`src/uip_cfg.svh`:
```
// offsets, field positions, codes and reset values of the interrupt priority block
`ifndef UIP_CFG_SVH
`define UIP_CFG_SVH

// ------------------------------------------------------------
// register byte addresses
// ------------------------------------------------------------
`define UIP_OFF_ISR 8'h00
`define UIP_OFF_FCR 8'h04
`define UIP_OFF_EFR 8'h08
`define UIP_OFF_EVT 8'h0C
`define UIP_OFF_MSK 8'h10

// ------------------------------------------------------------
// field positions and widths
// ------------------------------------------------------------
`define UIP_FCR_FIFOEN 0
`define UIP_EFR_ENH 4
`define UIP_NSRC 8

// ------------------------------------------------------------
// status codes, bits 5..0
// ------------------------------------------------------------
`define UIP_CODE_LINE 6'h06
`define UIP_CODE_RXD 6'h04
`define UIP_CODE_RXTO 6'h0C
`define UIP_CODE_TXE 6'h02
`define UIP_CODE_MODEM 6'h00
`define UIP_CODE_XOFF 6'h10
`define UIP_CODE_FLOW 6'h20
`define UIP_CODE_NONE 6'h01

// ------------------------------------------------------------
// reset values
// ------------------------------------------------------------
`define UIP_ISR_RST 8'h01
`define UIP_VEC_RST 8'h00

`endif

```
`src/uip_pkg.sv`:
```
// types shared by the interrupt priority block
`default_nettype none
package uip_pkg;

	// pending source slots, lower index is more urgent
	typedef enum logic [2:0] {
		UIP_SRC_LINE = 3'h0,
		UIP_SRC_RXD = 3'h1,
		UIP_SRC_RXTO = 3'h2,
		UIP_SRC_TXE = 3'h3,
		UIP_SRC_MODEM = 3'h4,
		UIP_SRC_XOFF = 3'h5,
		UIP_SRC_SPEC = 3'h6,
		UIP_SRC_FLOW = 3'h7
	} uip_src_t;

	typedef logic [7:0] uip_vec_t;

endpackage : uip_pkg
`default_nettype wire

```
`src/uip_prio_if.sv`:
```
// carrier between the register file and the priority encoder
`timescale 1ns/1ps
`default_nettype none
interface uip_prio_if;
	uip_pkg::uip_vec_t pend;
	logic featEn;
	logic [5:0] code;
	uip_pkg::uip_vec_t clrSel;

	modport regs (output pend, output featEn, input code, input clrSel);
	modport enc (input pend, input featEn, output code, output clrSel);
endinterface : uip_prio_if
`default_nettype wire

```
`src/uip_prio_enc.sv`:
```
// ranks pending sources and produces the status code
`timescale 1ns/1ps
`default_nettype none
`include "uip_cfg.svh"
module uip_prio_enc (
	uip_prio_if.enc p
);

	function automatic logic [5:0] codeOf(input uip_pkg::uip_src_t s);
		logic [5:0] c;
		c = `UIP_CODE_NONE;
		unique case (s)
			uip_pkg::UIP_SRC_LINE: c = `UIP_CODE_LINE;
			uip_pkg::UIP_SRC_RXD: c = `UIP_CODE_RXD;
			uip_pkg::UIP_SRC_RXTO: c = `UIP_CODE_RXTO;
			uip_pkg::UIP_SRC_TXE: c = `UIP_CODE_TXE;
			uip_pkg::UIP_SRC_MODEM: c = `UIP_CODE_MODEM;
			uip_pkg::UIP_SRC_XOFF: c = `UIP_CODE_XOFF;
			uip_pkg::UIP_SRC_SPEC: c = `UIP_CODE_XOFF;
			uip_pkg::UIP_SRC_FLOW: c = `UIP_CODE_FLOW;
		endcase
		return c;
	endfunction : codeOf

	uip_pkg::uip_vec_t gated;

	always_comb begin
		gated = p.pend;
		// levels 5 to 7 exist only with enhanced features on
		if (!p.featEn) begin
			gated[7:5] = 3'h0;
		end
		p.code = `UIP_CODE_NONE;
		p.clrSel = `UIP_VEC_RST;
		// walk from least to most urgent so the most urgent wins
		for (int i = 7; i >= 0; i--) begin
			if (gated[i]) begin
				p.code = codeOf(uip_pkg::uip_src_t'(3'(i)));
				p.clrSel = `UIP_VEC_RST;
				p.clrSel[i] = 1'b1;
			end
		end
	end

endmodule : uip_prio_enc
`default_nettype wire

```
`src/uart_int_prio.sv`:
```
// interrupt priority and status register of one uart channel, apb slave
`timescale 1ns/1ps
`default_nettype none
`include "uip_cfg.svh"
module uart_int_prio (
	// clock and reset
	input wire logic clk,
	input wire logic rst,
	// apb slave
	input wire logic psel,
	input wire logic penable,
	input wire logic pwrite,
	input wire logic [7:0] paddr,
	input wire logic [31:0] pwdata,
	output logic [31:0] prdata,
	output logic pready,
	output logic pslverr,
	// source events, one-cycle pulses
	input wire logic lineEvt,
	input wire logic rxReadyEvt,
	input wire logic rxTimeoutEvt,
	input wire logic txEmptyEvt,
	input wire logic modemEvt,
	input wire logic xoffEvt,
	input wire logic xonEvt,
	input wire logic specialEvt,
	input wire logic flowEvt,
	// interrupt
	output logic irq
);

	// ------------------------------------------------------------
	// encoder
	// ------------------------------------------------------------
	uip_prio_if prio ();

	uip_prio_enc u_enc (
		.p(prio.enc)
	);

	uip_pkg::uip_vec_t pend_ff;
	logic fifoEn_ff;
	logic enhEn_ff;
	uip_pkg::uip_vec_t evtVec;

	assign prio.pend = pend_ff;
	assign prio.featEn = enhEn_ff;

	always_comb begin
		evtVec = `UIP_VEC_RST;
		evtVec[uip_pkg::UIP_SRC_LINE] = lineEvt;
		evtVec[uip_pkg::UIP_SRC_RXD] = rxReadyEvt;
		evtVec[uip_pkg::UIP_SRC_RXTO] = rxTimeoutEvt;
		evtVec[uip_pkg::UIP_SRC_TXE] = txEmptyEvt;
		evtVec[uip_pkg::UIP_SRC_MODEM] = modemEvt;
		evtVec[uip_pkg::UIP_SRC_XOFF] = xoffEvt;
		evtVec[uip_pkg::UIP_SRC_SPEC] = specialEvt;
		evtVec[uip_pkg::UIP_SRC_FLOW] = flowEvt;
	end

	// ------------------------------------------------------------
	// apb decode
	// ------------------------------------------------------------
	logic setup;
	logic done;
	logic wrDone;
	logic hitIsr;
	logic mapped;

	assign setup = psel && !penable;
	assign done = psel && penable && pready;
	assign wrDone = done && pwrite;
	assign hitIsr = (paddr == `UIP_OFF_ISR);
	assign mapped = hitIsr || (paddr == `UIP_OFF_FCR) || (paddr == `UIP_OFF_EFR)
		|| (paddr == `UIP_OFF_EVT) || (paddr == `UIP_OFF_MSK);

	// ------------------------------------------------------------
	// control registers
	// ------------------------------------------------------------
	always_ff @(posedge clk) begin
		if (rst) begin
			fifoEn_ff <= 1'b0;
		end else if (wrDone && paddr == `UIP_OFF_FCR) begin
			fifoEn_ff <= pwdata[`UIP_FCR_FIFOEN];
		end
	end

	always_ff @(posedge clk) begin
		if (rst) begin
			enhEn_ff <= 1'b0;
		end else if (wrDone && paddr == `UIP_OFF_EFR) begin
			enhEn_ff <= pwdata[`UIP_EFR_ENH];
		end
	end

	// ------------------------------------------------------------
	// pending set and read-to-clear
	// ------------------------------------------------------------
	uip_pkg::uip_vec_t clrLatch_ff;
	uip_pkg::uip_vec_t readClr;
	logic isrRdDone;

	assign isrRdDone = done && !pwrite && hitIsr;

	// the slot to clear is caught with the returned data, so a source
	// arriving during the access is never cleared unseen
	always_ff @(posedge clk) begin
		if (rst) begin
			clrLatch_ff <= `UIP_VEC_RST;
		end else if (setup && hitIsr && !pwrite) begin
			clrLatch_ff <= prio.clrSel;
		end
	end

	always_comb begin
		readClr = isrRdDone ? clrLatch_ff : `UIP_VEC_RST;
		// xoff is only ever cleared by the matching xon
		readClr[uip_pkg::UIP_SRC_XOFF] = xonEvt;
	end

	// a new event in the clearing cycle keeps its slot pending
	always_ff @(posedge clk) begin
		if (rst) begin
			pend_ff <= `UIP_VEC_RST;
		end else begin
			pend_ff <= (pend_ff & ~readClr) | evtVec;
		end
	end

	// ------------------------------------------------------------
	// event status, mask and interrupt line
	// ------------------------------------------------------------
	uip_pkg::uip_vec_t evtStat_ff;
	uip_pkg::uip_vec_t mask_ff;
	uip_pkg::uip_vec_t w1c;

	assign w1c = (wrDone && paddr == `UIP_OFF_EVT) ? pwdata[7:0] : `UIP_VEC_RST;

	always_ff @(posedge clk) begin
		if (rst) begin
			evtStat_ff <= `UIP_VEC_RST;
		end else begin
			evtStat_ff <= (evtStat_ff & ~w1c) | evtVec;
		end
	end

	always_ff @(posedge clk) begin
		if (rst) begin
			mask_ff <= `UIP_VEC_RST;
		end else if (wrDone && paddr == `UIP_OFF_MSK) begin
			mask_ff <= pwdata[7:0];
		end
	end

	always_ff @(posedge clk) begin
		if (rst) begin
			irq <= 1'b0;
		end else begin
			irq <= |(evtStat_ff & mask_ff);
		end
	end

	// ------------------------------------------------------------
	// read data and handshake
	// ------------------------------------------------------------
	logic [7:0] isrView;
	logic [7:0] rdMux;

	// upper pair mirrors fifo enable, low six bits are the live code
	assign isrView = {fifoEn_ff, fifoEn_ff, prio.code};

	always_comb begin
		rdMux = 8'h00;
		unique case (paddr)
			`UIP_OFF_ISR: rdMux = isrView;
			`UIP_OFF_FCR: rdMux = {7'h00, fifoEn_ff};
			`UIP_OFF_EFR: rdMux = {3'h0, enhEn_ff, 4'h0};
			`UIP_OFF_EVT: rdMux = evtStat_ff;
			`UIP_OFF_MSK: rdMux = mask_ff;
			default: rdMux = 8'h00;
		endcase
	end

	// data is frozen at setup so the access returns what was ranked then
	always_ff @(posedge clk) begin
		if (rst) begin
			prdata <= 32'h00000000;
		end else if (setup) begin
			prdata <= (pwrite || !mapped) ? 32'h00000000 : {24'h000000, rdMux};
		end
	end

	always_ff @(posedge clk) begin
		if (rst) begin
			pready <= 1'b0;
		end else begin
			pready <= setup;
		end
	end

	always_ff @(posedge clk) begin
		if (rst) begin
			pslverr <= 1'b0;
		end else begin
			pslverr <= setup && !mapped;
		end
	end

	// ------------------------------------------------------------
	// checks
	// ------------------------------------------------------------
	logic anyHigh;
	assign anyHigh = |pend_ff[2:0];
endmodule : uart_int_prio
`default_nettype wire

```
`config.mk`:
```
export PLATFORM = sky130hd
export DESIGN_NAME = uart_int_prio
export DESIGN_NICKNAME = d
export VERILOG_FILES = /design/src/uip_pkg.sv /design/src/uip_prio_if.sv /design/src/uip_prio_enc.sv /design/src/uart_int_prio.sv
export VERILOG_INCLUDE_DIRS = /design/src
export SDC_FILE = /design/constraint.sdc
export NUM_CORES = 1
export LEC_CHECK = 0
export BUFFER_PORTS_ARGS = -buffer_cell sky130_fd_sc_hd__buf_4
export CAP_MARGIN = 20
export CORE_AREA = 2 2 71 73
export CTS_CLUSTER_SIZE = 28
export DETAILED_ROUTE_END_ITERATION = 8
export DIE_AREA = 0 0 73 75
export GPL_TIMING_DRIVEN = 1
export PLACE_DENSITY = 0.87
export SKIP_LAST_GASP = 1
export SLEW_MARGIN = 10
export SYNTH_ARGS = -nofsm -noshare
export SYNTH_HDL_FRONTEND = slang
export SYNTH_SLANG_ARGS = --single-unit
```
`constraint.sdc`:
```
create_clock -name clk -period 1.8 [get_ports clk]
set_input_delay 0.09 -clock clk [delete_from_list [all_inputs] [get_ports clk]]
set_output_delay 0.09 -clock clk [all_outputs]
set_load 0.02 [all_outputs]
```
Yosys cells after proc, flatten, opt, wreduce, memory -nomap -nowiden
Index checks and enable logic that the tools add are counted.
{"block": "op_classes", "n_eq_ne": 4, "mux": 21, "n_bitwise": 7, "reduce_logical": 23}
{"op": "8-bit two-way mux", "n": 11}
{"op": "6-bit two-way mux", "n": 8}
{"op": "8-bit case mux with 5 select lines", "n": 1}
{"op": "8-bit bitwise AND", "n": 3}
{"op": "8-bit by 4-bit equality test with 1-bit output, second input constant", "n": 2}
{"op": "8-bit inverter", "n": 2}
{"op": "8-bit OR", "n": 2}
{"op": "1-bit logical AND", "n": 13}
{"op": "8-bit by 3-bit equality test with 1-bit output, second input constant", "n": 1}
{"op": "8-bit by 5-bit equality test with 1-bit output, second input constant", "n": 1}
{"op": "8-bit zero test", "n": 1}
{"op": "8-bit OR reduction", "n": 1}
{"op": "1-bit logical OR", "n": 5}
{"op": "1-bit zero test", "n": 3}
{"op": "3-bit two-way mux", "n": 1}
{"block": "word_totals", "register_bits": 69, "input_bits": 54, "out_inout_bits": 35, "word_cells": 65}

Logic depth before layout (Yosys ltp)
Gate-level depths: netlist of run 1.
{"block": "depth", "ltp_word": 11, "depth_mapped": 6, "ltp_nobuf": 4}

By module
From an unflattened synthesis of run 1, not the netlist that was laid out.
{"block": "hier_totals", "cells_unflattened": 238, "hier_area_um2": 2245.9}
{"mod": "uart_int_prio", "n_inst": 1, "cells_per_inst": 216, "area_per_inst_um2": 2065.7, "seq_area_each_um2": 880.8}
{"mod": "uip_prio_enc", "n_inst": 1, "cells_per_inst": 22, "area_per_inst_um2": 180.2, "seq_area_each_um2": 0.0}

Least setup slack after synthesis of run 1
Ideal clock, no wire load.
{"block": "synth_path", "path_kind": "register -> register", "start": "reg enhEn_ff", "end": "reg prdata[4]", "setup_time_ns": 0.070, "t_arrival_ns": 1.359, "required_time_ns": 1.730, "path_slack_ns": 0.371, "stages_incl_launch_ff": 5, "path_buffers": 0, "period_less_slack_ns": 1.429, "path_cell_list": "dfxtp_1 -> or3b_2 -> o41ai_1 -> a32oi_1 -> a21oi_1"}
{"block": "synth_between", "elab_chain_cells": 10}
{"element": "start, declared", "line_no": "uart_int_prio.sv:43", "rtl": "logic enhEn_ff;"}
{"element": "start signal, assigned", "line_no": "uart_int_prio.sv:92", "rtl": "enhEn_ff <= pwdata[`UIP_EFR_ENH];"}
{"element": "3-bit two-way mux", "line_no": "uip_prio_enc.sv:30", "rtl": "if (!p.featEn) begin"}
{"element": "6-bit two-way mux (7 in series)", "line_no": "uip_prio_enc.sv:37", "rtl": "if (gated[i]) begin"}
{"element": "8-bit case mux with 5 select lines (*)", "line_no": "uart_int_prio.sv:174", "rtl": "unique case (paddr)"}
{"element": "8-bit two-way mux (*)", "line_no": "uart_int_prio.sv:189", "rtl": "prdata <= (pwrite || !mapped) ? 32'h00000000 : {24'h000000, rdMux};"}
{"element": "end signal, assigned", "line_no": "uart_int_prio.sv:189"}
{"element": "end, declared", "line_no": "uart_int_prio.sv:15", "rtl": "output logic [31:0] prdata,"}
Mark *: on every way between the ends. The rest lies on a longest branch, timed or not.
A chain may end at the register's enable or synchronous reset.

Final worst setup path of run 1
{"block": "layout_path", "start": "reg pend_ff[3]", "end": "reg prdata[4]"}
{"block": "layout_between", "elab_chain_cells": 6}
{"element": "start, declared", "line_no": "uart_int_prio.sv:41", "rtl": "uip_pkg::uip_vec_t pend_ff;"}
{"element": "start signal, assigned", "line_no": "uart_int_prio.sv:124", "rtl": "pend_ff <= `UIP_VEC_RST;"}
{"element": "start signal, assigned", "line_no": "uart_int_prio.sv:126", "rtl": "pend_ff <= (pend_ff & ~readClr) | evtVec;"}
{"element": "6-bit two-way mux (4 in series)", "line_no": "uip_prio_enc.sv:37"}
{"element": "8-bit case mux with 5 select lines", "line_no": "uart_int_prio.sv:174"}
{"element": "8-bit two-way mux", "line_no": "uart_int_prio.sv:189"}
No other way between the ends.

==> flow_summary.json, run 1 <==
{
  "status": "completed",
  "path_clk_slew_ns": 0.08,
  "r2r_slack_ns": 0.11,
  "cts_hold_buffers": 0,
  "switching_power_mw": 0.5082,
  "r2r-end": "prdata[4]",
  "cts_buffers": 5,
  "max_stage_delay_ns": 0.49,
  "start_kind": "register",
  "num-fill-cells": 444,
  "die_w_um": 73,
  "drc": 0,
  "dp_hpwl_um": 3981,
  "rr_startpoint": "pend_ff[3]",
  "holdWs_ns": 0.04369,
  "ir_drop_v": 0.0003992,
  "intPower_mw": 1.634,
  "first_global_vias": 1885,
  "finalClockSkew_ns": 0.003612,
  "power_frac_comb": 0.111,
  "crit_required_ns": 2.04,
  "cts_buffer_depth": 2,
  "fin_util": 0.5554,
  "crit_path_cell_trace": "or3b_2 -> o41ai_1 -> a32oi_1 -> a21oi_1",
  "p_sw_frac": 0.2372,
  "dieArea_um2": 5475,
  "dp_cells": 360,
  "grt_pass1_wl_um": 8742,
  "htree_levels": 2,
  "synth_edf_count": 0,
  "hold_depth": 3,
  "num_antenna_cells": 0,
  "synthArstFlopShare": 0,
  "register_area_um2": 880.8,
  "die_h_um": 75,
  "fmax_mhz": 590.6,
  "slew_viol_final": 0,
  "rsz0062_at_grt": "false",
  "final_nets": 367,
  "tns_ns": 0,
  "crit_arrival_ns": 1.93,
  "grt_max_degree": 40,
  "rr_worst_depth": 4,
  "clock_power_share": 0.411,
  "cts-root-buf": "clkbuf_8",
  "powerDensity_nw_per_um2": 827.4,
  "setup_viol": 0,
  "routed_wirelength_um": 5425,
  "grt_usage": 0.2098,
  "p_leak_nw": 1.052,
  "slowest_stage": "or3b_2",
  "final_common_cell": "buf_4",
  "synth_cell_type_count": 44,
  "min_path_type": "in -> reg",
  "io_buffer_count": 40,
  "synth_flop_cell": "dfxtp_1",
  "drv_cap": 0,
  "pwr-share-seq": 0.478,
  "hold_violations": 0,
  "rows": 25,
  "cts_sinks": 44,
  "start_util": 0.4652,
  "cp-end-kind": "register",
  "antenna_found_initial": 0,
  "multi_input_area_um2": 1080,
  "final_cell_mix": "48 x buf_4, 44 x dfxtp_1, 27 x a21oi_1",
  "finalCritPeriodShare": 0.9406,
  "min_period_ns": 1.693,
  "io_pins": 89,
  "post_cts.repair.setup_buffers": 0,
  "routabilityCongestion": 0.8780,
  "min_to": "evtStat_ff[5]",
  "ys_warn_count": 0,
  "avgSynthCellArea_um2": 8.061,
  "area_growth_pct": 19.39,
  "gr-total-overflow": 0,
  "cp_max_fo": 6,
  "route.detailed.vias_per_inst": 5.700,
  "syn_inst": 269,
  "worstHoldStart": "xoffEvt",
  "cts_tree": "yes",
  "routedWlPerCell_um": 14.78,
  "clock_latency_ns": 0.30,
  "cts_resized": 0,
  "drive_gt1_frac": 0.1981,
  "ant_nets": 0,
  "worst_pin_slew_ns": 0.5836,
  "num_vias": 2092,
  "ys_ff_latch": 44,
  "crit_type": "reg -> reg",
  "seq_area_frac_synth": 0.4062,
  "drt_pass1_iterations": 7,
  "relSlewSlack": 0.6095,
  "syn_area_um2": 2168,
  "drt_iter0_markers": 333,
  "final_cells": 367,
  "core_um2": 4661
}
==> worst max path at each step <==
stage | to | cells after the start | startpoint
2_1_floorplan | prdata[4] | 4 | enhEn_ff
4_1_cts | prdata[4] | 4 | pend_ff[3]
3_5_place_dp | prdata[4] | 4 | pend_ff[3]
6_report | prdata[4] | 4 | pend_ff[3]
5_1_grt | prdata[4] | 4 | pend_ff[3]
3_3_place_gp | prdata[4] | 4 | pend_ff[3]
==> sequential cells by signal (all words and copies together) (netlist names) <==
name	cells
pend_ff	8
enhEn_ff	1
clrLatch_ff	7
evtStat_ff	8
mask_ff	8
prdata	8
pslverr	1
irq	1
fifoEn_ff	1
pready	1
==> through the flow <==
stage | total power, mW | cell area (um^2) | setup slack, ns
6_report | 2.142 | 2589 | 0.1069
5_1_grt | 2.211 | 2589 | 0.04428
4_1_cts | 2.146 | 2589 | 0.1074
3_5_place_dp | 1.279 | 2460 | 0.1439
3_3_place_gp | 1.272 | 2460 | 0.2011
2_1_floorplan | 1.217 | 2255 | 0.3710
==> critical path: cells and delay by family (launching register included) <==
family / cells / cell delay, ns
AO/OA/AOI/OAI: 3 / 0.77
AND/OR/NAND/NOR: 1 / 0.49
flip-flops: 1 / 0.36
==> routing by layer <==
layer  global-route usage  vias up  share of wire
met5                    0        -              0
met4              0.06996        0          0.024
met3              0.06827       20          0.082
met2               0.3534      111           0.49
met1               0.2540      956           0.41
li1                     -     1005              -
==> power by group through the flow <==
stage | clock network (mW) | registers (mW) | logic [mW]
2_1_floorplan | 0 | 1.04 | 0.173
3_3_place_gp | 0 | 1.04 | 0.228
3_5_place_dp | 0 | 1.05 | 0.233
4_1_cts | 0.888 | 1.02 | 0.234
5_1_grt | 0.924 | 1.03 | 0.260
6_report | 0.880 | 1.02 | 0.238
==> cell type report <==
class,count,share of cell area
inverter,19,0.02755
sequential,44,0.3403
multi-input combinational,195,0.4171
clock buffer,5,0.02658
clock inverter,2,0.02320
timing repair buffer,48,0.1392
tap,54,0.02610
==> cells in the mapped netlist, types with 2 or more instances <==
cell / count / area (um^2)
a21oi_1: 27 / 135.1
a22oi_1: 8 / 60.06
a311oi_1: 8 / 70.07
a32oi_1: 3 / 26.28
and4_1: 2 / 17.52
buf_4: 25 / 187.7
clkbuf_1: 7 / 26.28
dfxtp_1: 44 / 880.8
inv_1: 19 / 71.32
mux2i_1: 2 / 20.02
nand2_1: 25 / 93.84
nand2b_1: 4 / 25.02
nand3_1: 15 / 75.07
nand4_1: 4 / 25.02
nor2_1: 16 / 60.06
nor3_1: 2 / 10.01
nor4_2: 2 / 25.02
o21ai_0: 18 / 90.09
o21ai_1: 7 / 35.03
o31ai_1: 3 / 22.52
o41ai_1: 2 / 17.52
or3_1: 2 / 12.51
or4_1: 3 / 22.52
==> cell families (layout without fill, tap and decap cells) <==
kind of cell / Yosys count / after routing / synth area share
compound gates: 81 / 81 / 0.2302
buf+inv: 53 / 74 / 0.1356
flops: 44 / 44 / 0.4062
mux: 2 / 2 / 0.009233
other cells: 1 / 24 / 0.001729
simple gates: 88 / 88 / 0.2170
(Power assumes the default switching activity.)
==> inputs of run 2 (changes only) <==
MAX_ROUTING_LAYER = met4   (was not set)
SETUP_SLACK_MARGIN = 0.05   (was not set)
SKIP_CTS_REPAIR_TIMING = 1   (was not set)
==> flow_summary.json, run 2 (synthesized netlist as in run 1, its figures left out) <==
{
  "dieArea_um2": 5475,
  "total_power_mw": 2.139,
  "grt_usage": 0.2167,
  "antenna_found_initial": 0,
  "dp_cells": 360,
  "min_period_ns": 1.628,
  "clock_latency_ns": 0.30,
  "power_frac_comb": 0.112,
  "grt_pass1_wl_um": 8749,
  "min_path_type": "in -> reg",
  "crit_path_cell_trace": "or4b_2 -> o31ai_1 -> a22oi_1 -> o21ai_1",
  "rr_worst_depth": 4,
  "cts_buffer_depth": 2,
  "die_w_um": 73,
  "ant_nets": 0,
  "grt_use_met3": 0.06693,
  "drt_pass1_iterations": 5,
  "grt_most_used_layer": "met2",
  "p_leak_nw": 1.058,
  "core_um2": 4661,
  "worst_pin_slew_ns": 0.5731,
  "finalCritPeriodShare": 0.9043,
  "routedWlPerCell_um": 14.89,
  "start_kind": "register",
  "routed_wirelength_um": 5464,
  "status": "completed",
  "r2r_slack_ns": 0.17,
  "drive_gt1_frac": 0.2013,
  "cp_max_fo": 5,
  "tns_ns": 0,
  "crit_type": "reg -> reg",
  "p_sw_frac": 0.2363,
  "dp_hpwl_um": 3981,
  "grtUsageMet2": 0.3534,
  "path_clk_slew_ns": 0.08,
  "ir_drop_v": 0.0003992,
  "fmax_mhz": 614.4,
  "cts_sinks": 44,
  "routabilityCongestion": 0.8925,
  "max_stage_delay_ns": 0.66,
  "gr-total-overflow": 0,
  "area_growth_pct": 19.73,
  "rows": 25,
  "num-fill-cells": 441,
  "start_util": 0.4652,
  "min_to": "pend_ff[5]",
  "hold_violations": 0,
  "grt_use_met1": 0.2556,
  "slew_viol_final": 0,
  "final_cells": 367,
  "num_antenna_cells": 0,
  "htree_levels": 2,
  "powerDensity_nw_per_um2": 824.0,
  "worstHoldStart": "xonEvt",
  "pwr-share-seq": 0.479,
  "num_vias": 2108,
  "drt_iter0_markers": 283,
  "rr_startpoint": "pend_ff[6]",
  "intPower_mw": 1.634,
  "io_pins": 89,
  "grt_max_degree": 40,
  "setup_viol": 0,
  "rsz0062_at_grt": "false",
  "first_global_vias": 1886,
  "clock_power_share": 0.409,
  "crit_buf_inv": 0,
  "fin_util": 0.5570,
  "finalClockSkew_ns": 0.004825,
  "drv_cap": 0,
  "cts-root-buf": "clkbuf_8",
  "final_cell_mix": "48 x buf_4, 44 x dfxtp_1, 27 x a21oi_1",
  "cts_buffers": 5,
  "io_buffer_count": 40,
  "hold_depth": 3,
  "route.detailed.vias_per_inst": 5.744,
  "register_area_um2": 880.8,
  "path_delay_family": "simple AND/OR/NAND/NOR gates",
  "multi_input_area_um2": 1087,
  "cts_tree": "yes",
  "drc": 0,
  "slowest_stage": "or4b_2",
  "switching_power_mw": 0.5056,
  "die_h_um": 75,
  "cp-end-kind": "register",
  "final_nets": 367,
  "crit_required_ns": 2.04,
  "final_common_cell": "buf_4",
  "r2r-end": "prdata[5]",
  "crit_arrival_ns": 1.87,
  "relSlewSlack": 0.6165
}
run 2: cell types whose count changed in the layout (fill, tap and decap cells not counted):
cell     change
o41ai_1      -1
o41ai_2      +1
run 2: final cells by class:
class | count | area share
clock buffer | 5 | 0.02651
clock inverter | 2 | 0.02313
inverter | 19 | 0.02747
multi-input combinational | 195 | 0.4188
sequential | 44 | 0.3393
tap | 54 | 0.02602
timing repair buffer | 48 | 0.1388
run 2: per-layer routing:
layer	share of wire	vias up
li1	-	1003
met1	0.41	960
met2	0.48	123
met3	0.082	22
met4	0.023	0
met5	0	-
run 2: worst max-delay path by stage:
stage / start / endpoint / slack [ns] / cells after the start
6_report: pend_ff[6] / prdata[5] / 0.17 / 4
2_1_floorplan: enhEn_ff / prdata[4] / 0.37 / 4
4_1_cts: pend_ff[3] / prdata[4] / 0.11 / 4
3_5_place_dp: pend_ff[3] / prdata[4] / 0.14 / 4
5_1_grt: pend_ff[6] / prdata[5] / 0.05 / 4
3_3_place_gp: pend_ff[3] / prdata[4] / 0.20 / 4
run 2: power by group through the flow:
stage | sequential (mW) | clock [mW] | combinational [mW]
floorplan | 1.04 | 0 | 0.173
detailed placement | 1.05 | 0 | 0.233
global route | 1.03 | 0.924 | 0.261
finish | 1.02 | 0.876 | 0.240
global placement | 1.04 | 0 | 0.228
CTS | 1.02 | 0.888 | 0.234
run 2: stage by stage:
| stage | hold slack [ns] | worst slack (ns) | instance area [um^2] |
|---|---|---|---|
| 2_1_floorplan | 0.2377 | 0.3710 | 2255 |
| 3_3_place_gp | 0.3474 | 0.2011 | 2460 |
| 4_1_cts | 0.04578 | 0.1074 | 2589 |
| 3_5_place_dp | 0.3594 | 0.1439 | 2460 |
| 6_report | 0.04603 | 0.1723 | 2596 |
| 5_1_grt | 0.04319 | 0.05226 | 2596 |
run 2: worst min-delay path, stage by stage:
cell and delay, ns:
buf_4 0.07, nand2b_1 0.09, a21oi_1 0.06
==> inputs of run 3 (changes only) <==
GPL_TIMING_DRIVEN = not set   (was 1)
clock period = 1.7 ns   (was 1.8 ns; I/O delays follow)
==> flow_summary.json, run 3 (synthesized netlist as in run 1, its figures left out) <==
{
  "hold_depth": 3,
  "final_cell_mix": "54 x buf_4, 44 x dfxtp_1, 27 x a21oi_1",
  "register_area_um2": 880.8,
  "min_period_ns": 1.529,
  "drive_gt1_frac": 0.2219,
  "routabilityCongestion": 0.9115,
  "routedWlPerCell_um": 14.50,
  "start_kind": "register",
  "cts_tree": "yes",
  "r2r_slack_ns": 0.17,
  "status": "completed",
  "place_ws_ns": 0.1372,
  "cts_buffer_depth": 2,
  "min_path_type": "in -> reg",
  "antenna_found_initial": 0,
  "die_w_um": 73,
  "grt_max_degree": 40,
  "ant_nets": 0,
  "relSlewSlack": 0.6709,
  "drt_pass1_iterations": 4,
  "rr_startpoint": "enhEn_ff",
  "final.setup.worst_slack_ns": 0.1709,
  "start_util": 0.4652,
  "gr-total-overflow": 0,
  "route.detailed.vias_per_inst": 5.711,
  "routed_wirelength_um": 5423,
  "crit_arrival_ns": 1.76,
  "worst_pin_slew_ns": 0.4896,
  "min_to": "pend_ff[5]",
  "num_antenna_cells": 0,
  "rows": 25,
  "slew_viol_final": 0,
  "crit_required_ns": 1.93,
  "cts_buffers": 5,
  "cp_max_fo": 2,
  "drv_cap": 0,
  "num-fill-cells": 422,
  "area_growth_pct": 20.37,
  "powerDensity_nw_per_um2": 776.5,
  "crit_type": "reg -> reg",
  "drc": 0,
  "tns_ns": 0,
  "first_global_vias": 2048,
  "dp_cells": 366,
  "fin_area_um2": 2610,
  "clock_latency_ns": 0.30,
  "num_vias": 2136,
  "drt_iter0_markers": 239,
  "postPlaceCellArea_um2": 2505,
  "rr_worst_depth": 4,
  "io_buffer_count": 40,
  "final_nets": 373,
  "total_power_mw": 2.027,
  "setup_viol": 0,
  "die_h_um": 75,
  "core_um2": 4661,
  "dp_hpwl_um": 4039,
  "cts_sinks": 44,
  "grt_pass1_wl_um": 8942,
  "dieArea_um2": 5475,
  "finalClockSkew_ns": 0.004025,
  "multi_input_area_um2": 1092,
  "final_cells": 374,
  "worstHoldStart": "xonEvt",
  "grt_usage": 0.2196,
  "holdWs_ns": 0.03960,
  "p_leak_nw": 1.076,
  "r2r-end": "prdata[4]",
  "hold_violations": 0,
  "fin_util": 0.5600,
  "final_common_cell": "buf_4",
  "path_clk_slew_ns": 0.08,
  "cp-end-kind": "register",
  "rsz0062_at_grt": "true",
  "ir_drop_v": 0.0003455,
  "htree_levels": 2,
  "cts-root-buf": "clkbuf_8",
  "finalCritPeriodShare": 0.8995,
  "fmax_mhz": 654.0,
  "io_pins": 89
}
## run 3: cell count changes in the layout (fill, tap and decap cells not counted), sizes merged
cell    delta
clkinv     +2
clkbuf     +1
buf        +6
bufinv     -2
## run 3: power breakdown
part,internal [mW],switching [mW]
Sequential,1.06,0.0211
Combinational,0.102,0.167
Clock,0.324,0.354
Total,1.48,0.542
## run 3: layer usage
| layer | up-vias | wire length [um] | global-route usage |
|---|---|---|---|
| li1 | 1017 | - | - |
| met1 | 988 | 2065 | 0.2421 |
| met2 | 115 | 2714 | 0.3594 |
| met3 | 16 | 499 | 0.07095 |
| met4 | 0 | 143 | 0.1049 |
| met5 | - | 0 | - |
## run 3: area by class of cell
| cell class | instances | share of cell area |
|---|---|---|
| inverter | 19 | 0.02733 |
| clock inverter | 2 | 0.003835 |
| timing repair buffer | 54 | 0.1553 |
| sequential | 44 | 0.3375 |
| tap | 54 | 0.02589 |
| multi-input combinational | 195 | 0.4185 |
| clock buffer | 6 | 0.03164 |
## run 3: how the worst max path moves through the flow
stage	from	to	cells after the start
detailed placement	enhEn_ff	prdata[4]	4
global route	enhEn_ff	prdata[4]	4
CTS	enhEn_ff	prdata[4]	4
floorplan	enhEn_ff	prdata[4]	4
finish	enhEn_ff	prdata[4]	4
global placement	pend_ff[6]	prdata[5]	4
## run 3: critical path: stages, from the launching register on
cell	delay, ns
dfxtp_1	0.34
or3b_2	0.47
o41ai_2	0.32
a32oi_1	0.14
a21oi_1	0.18
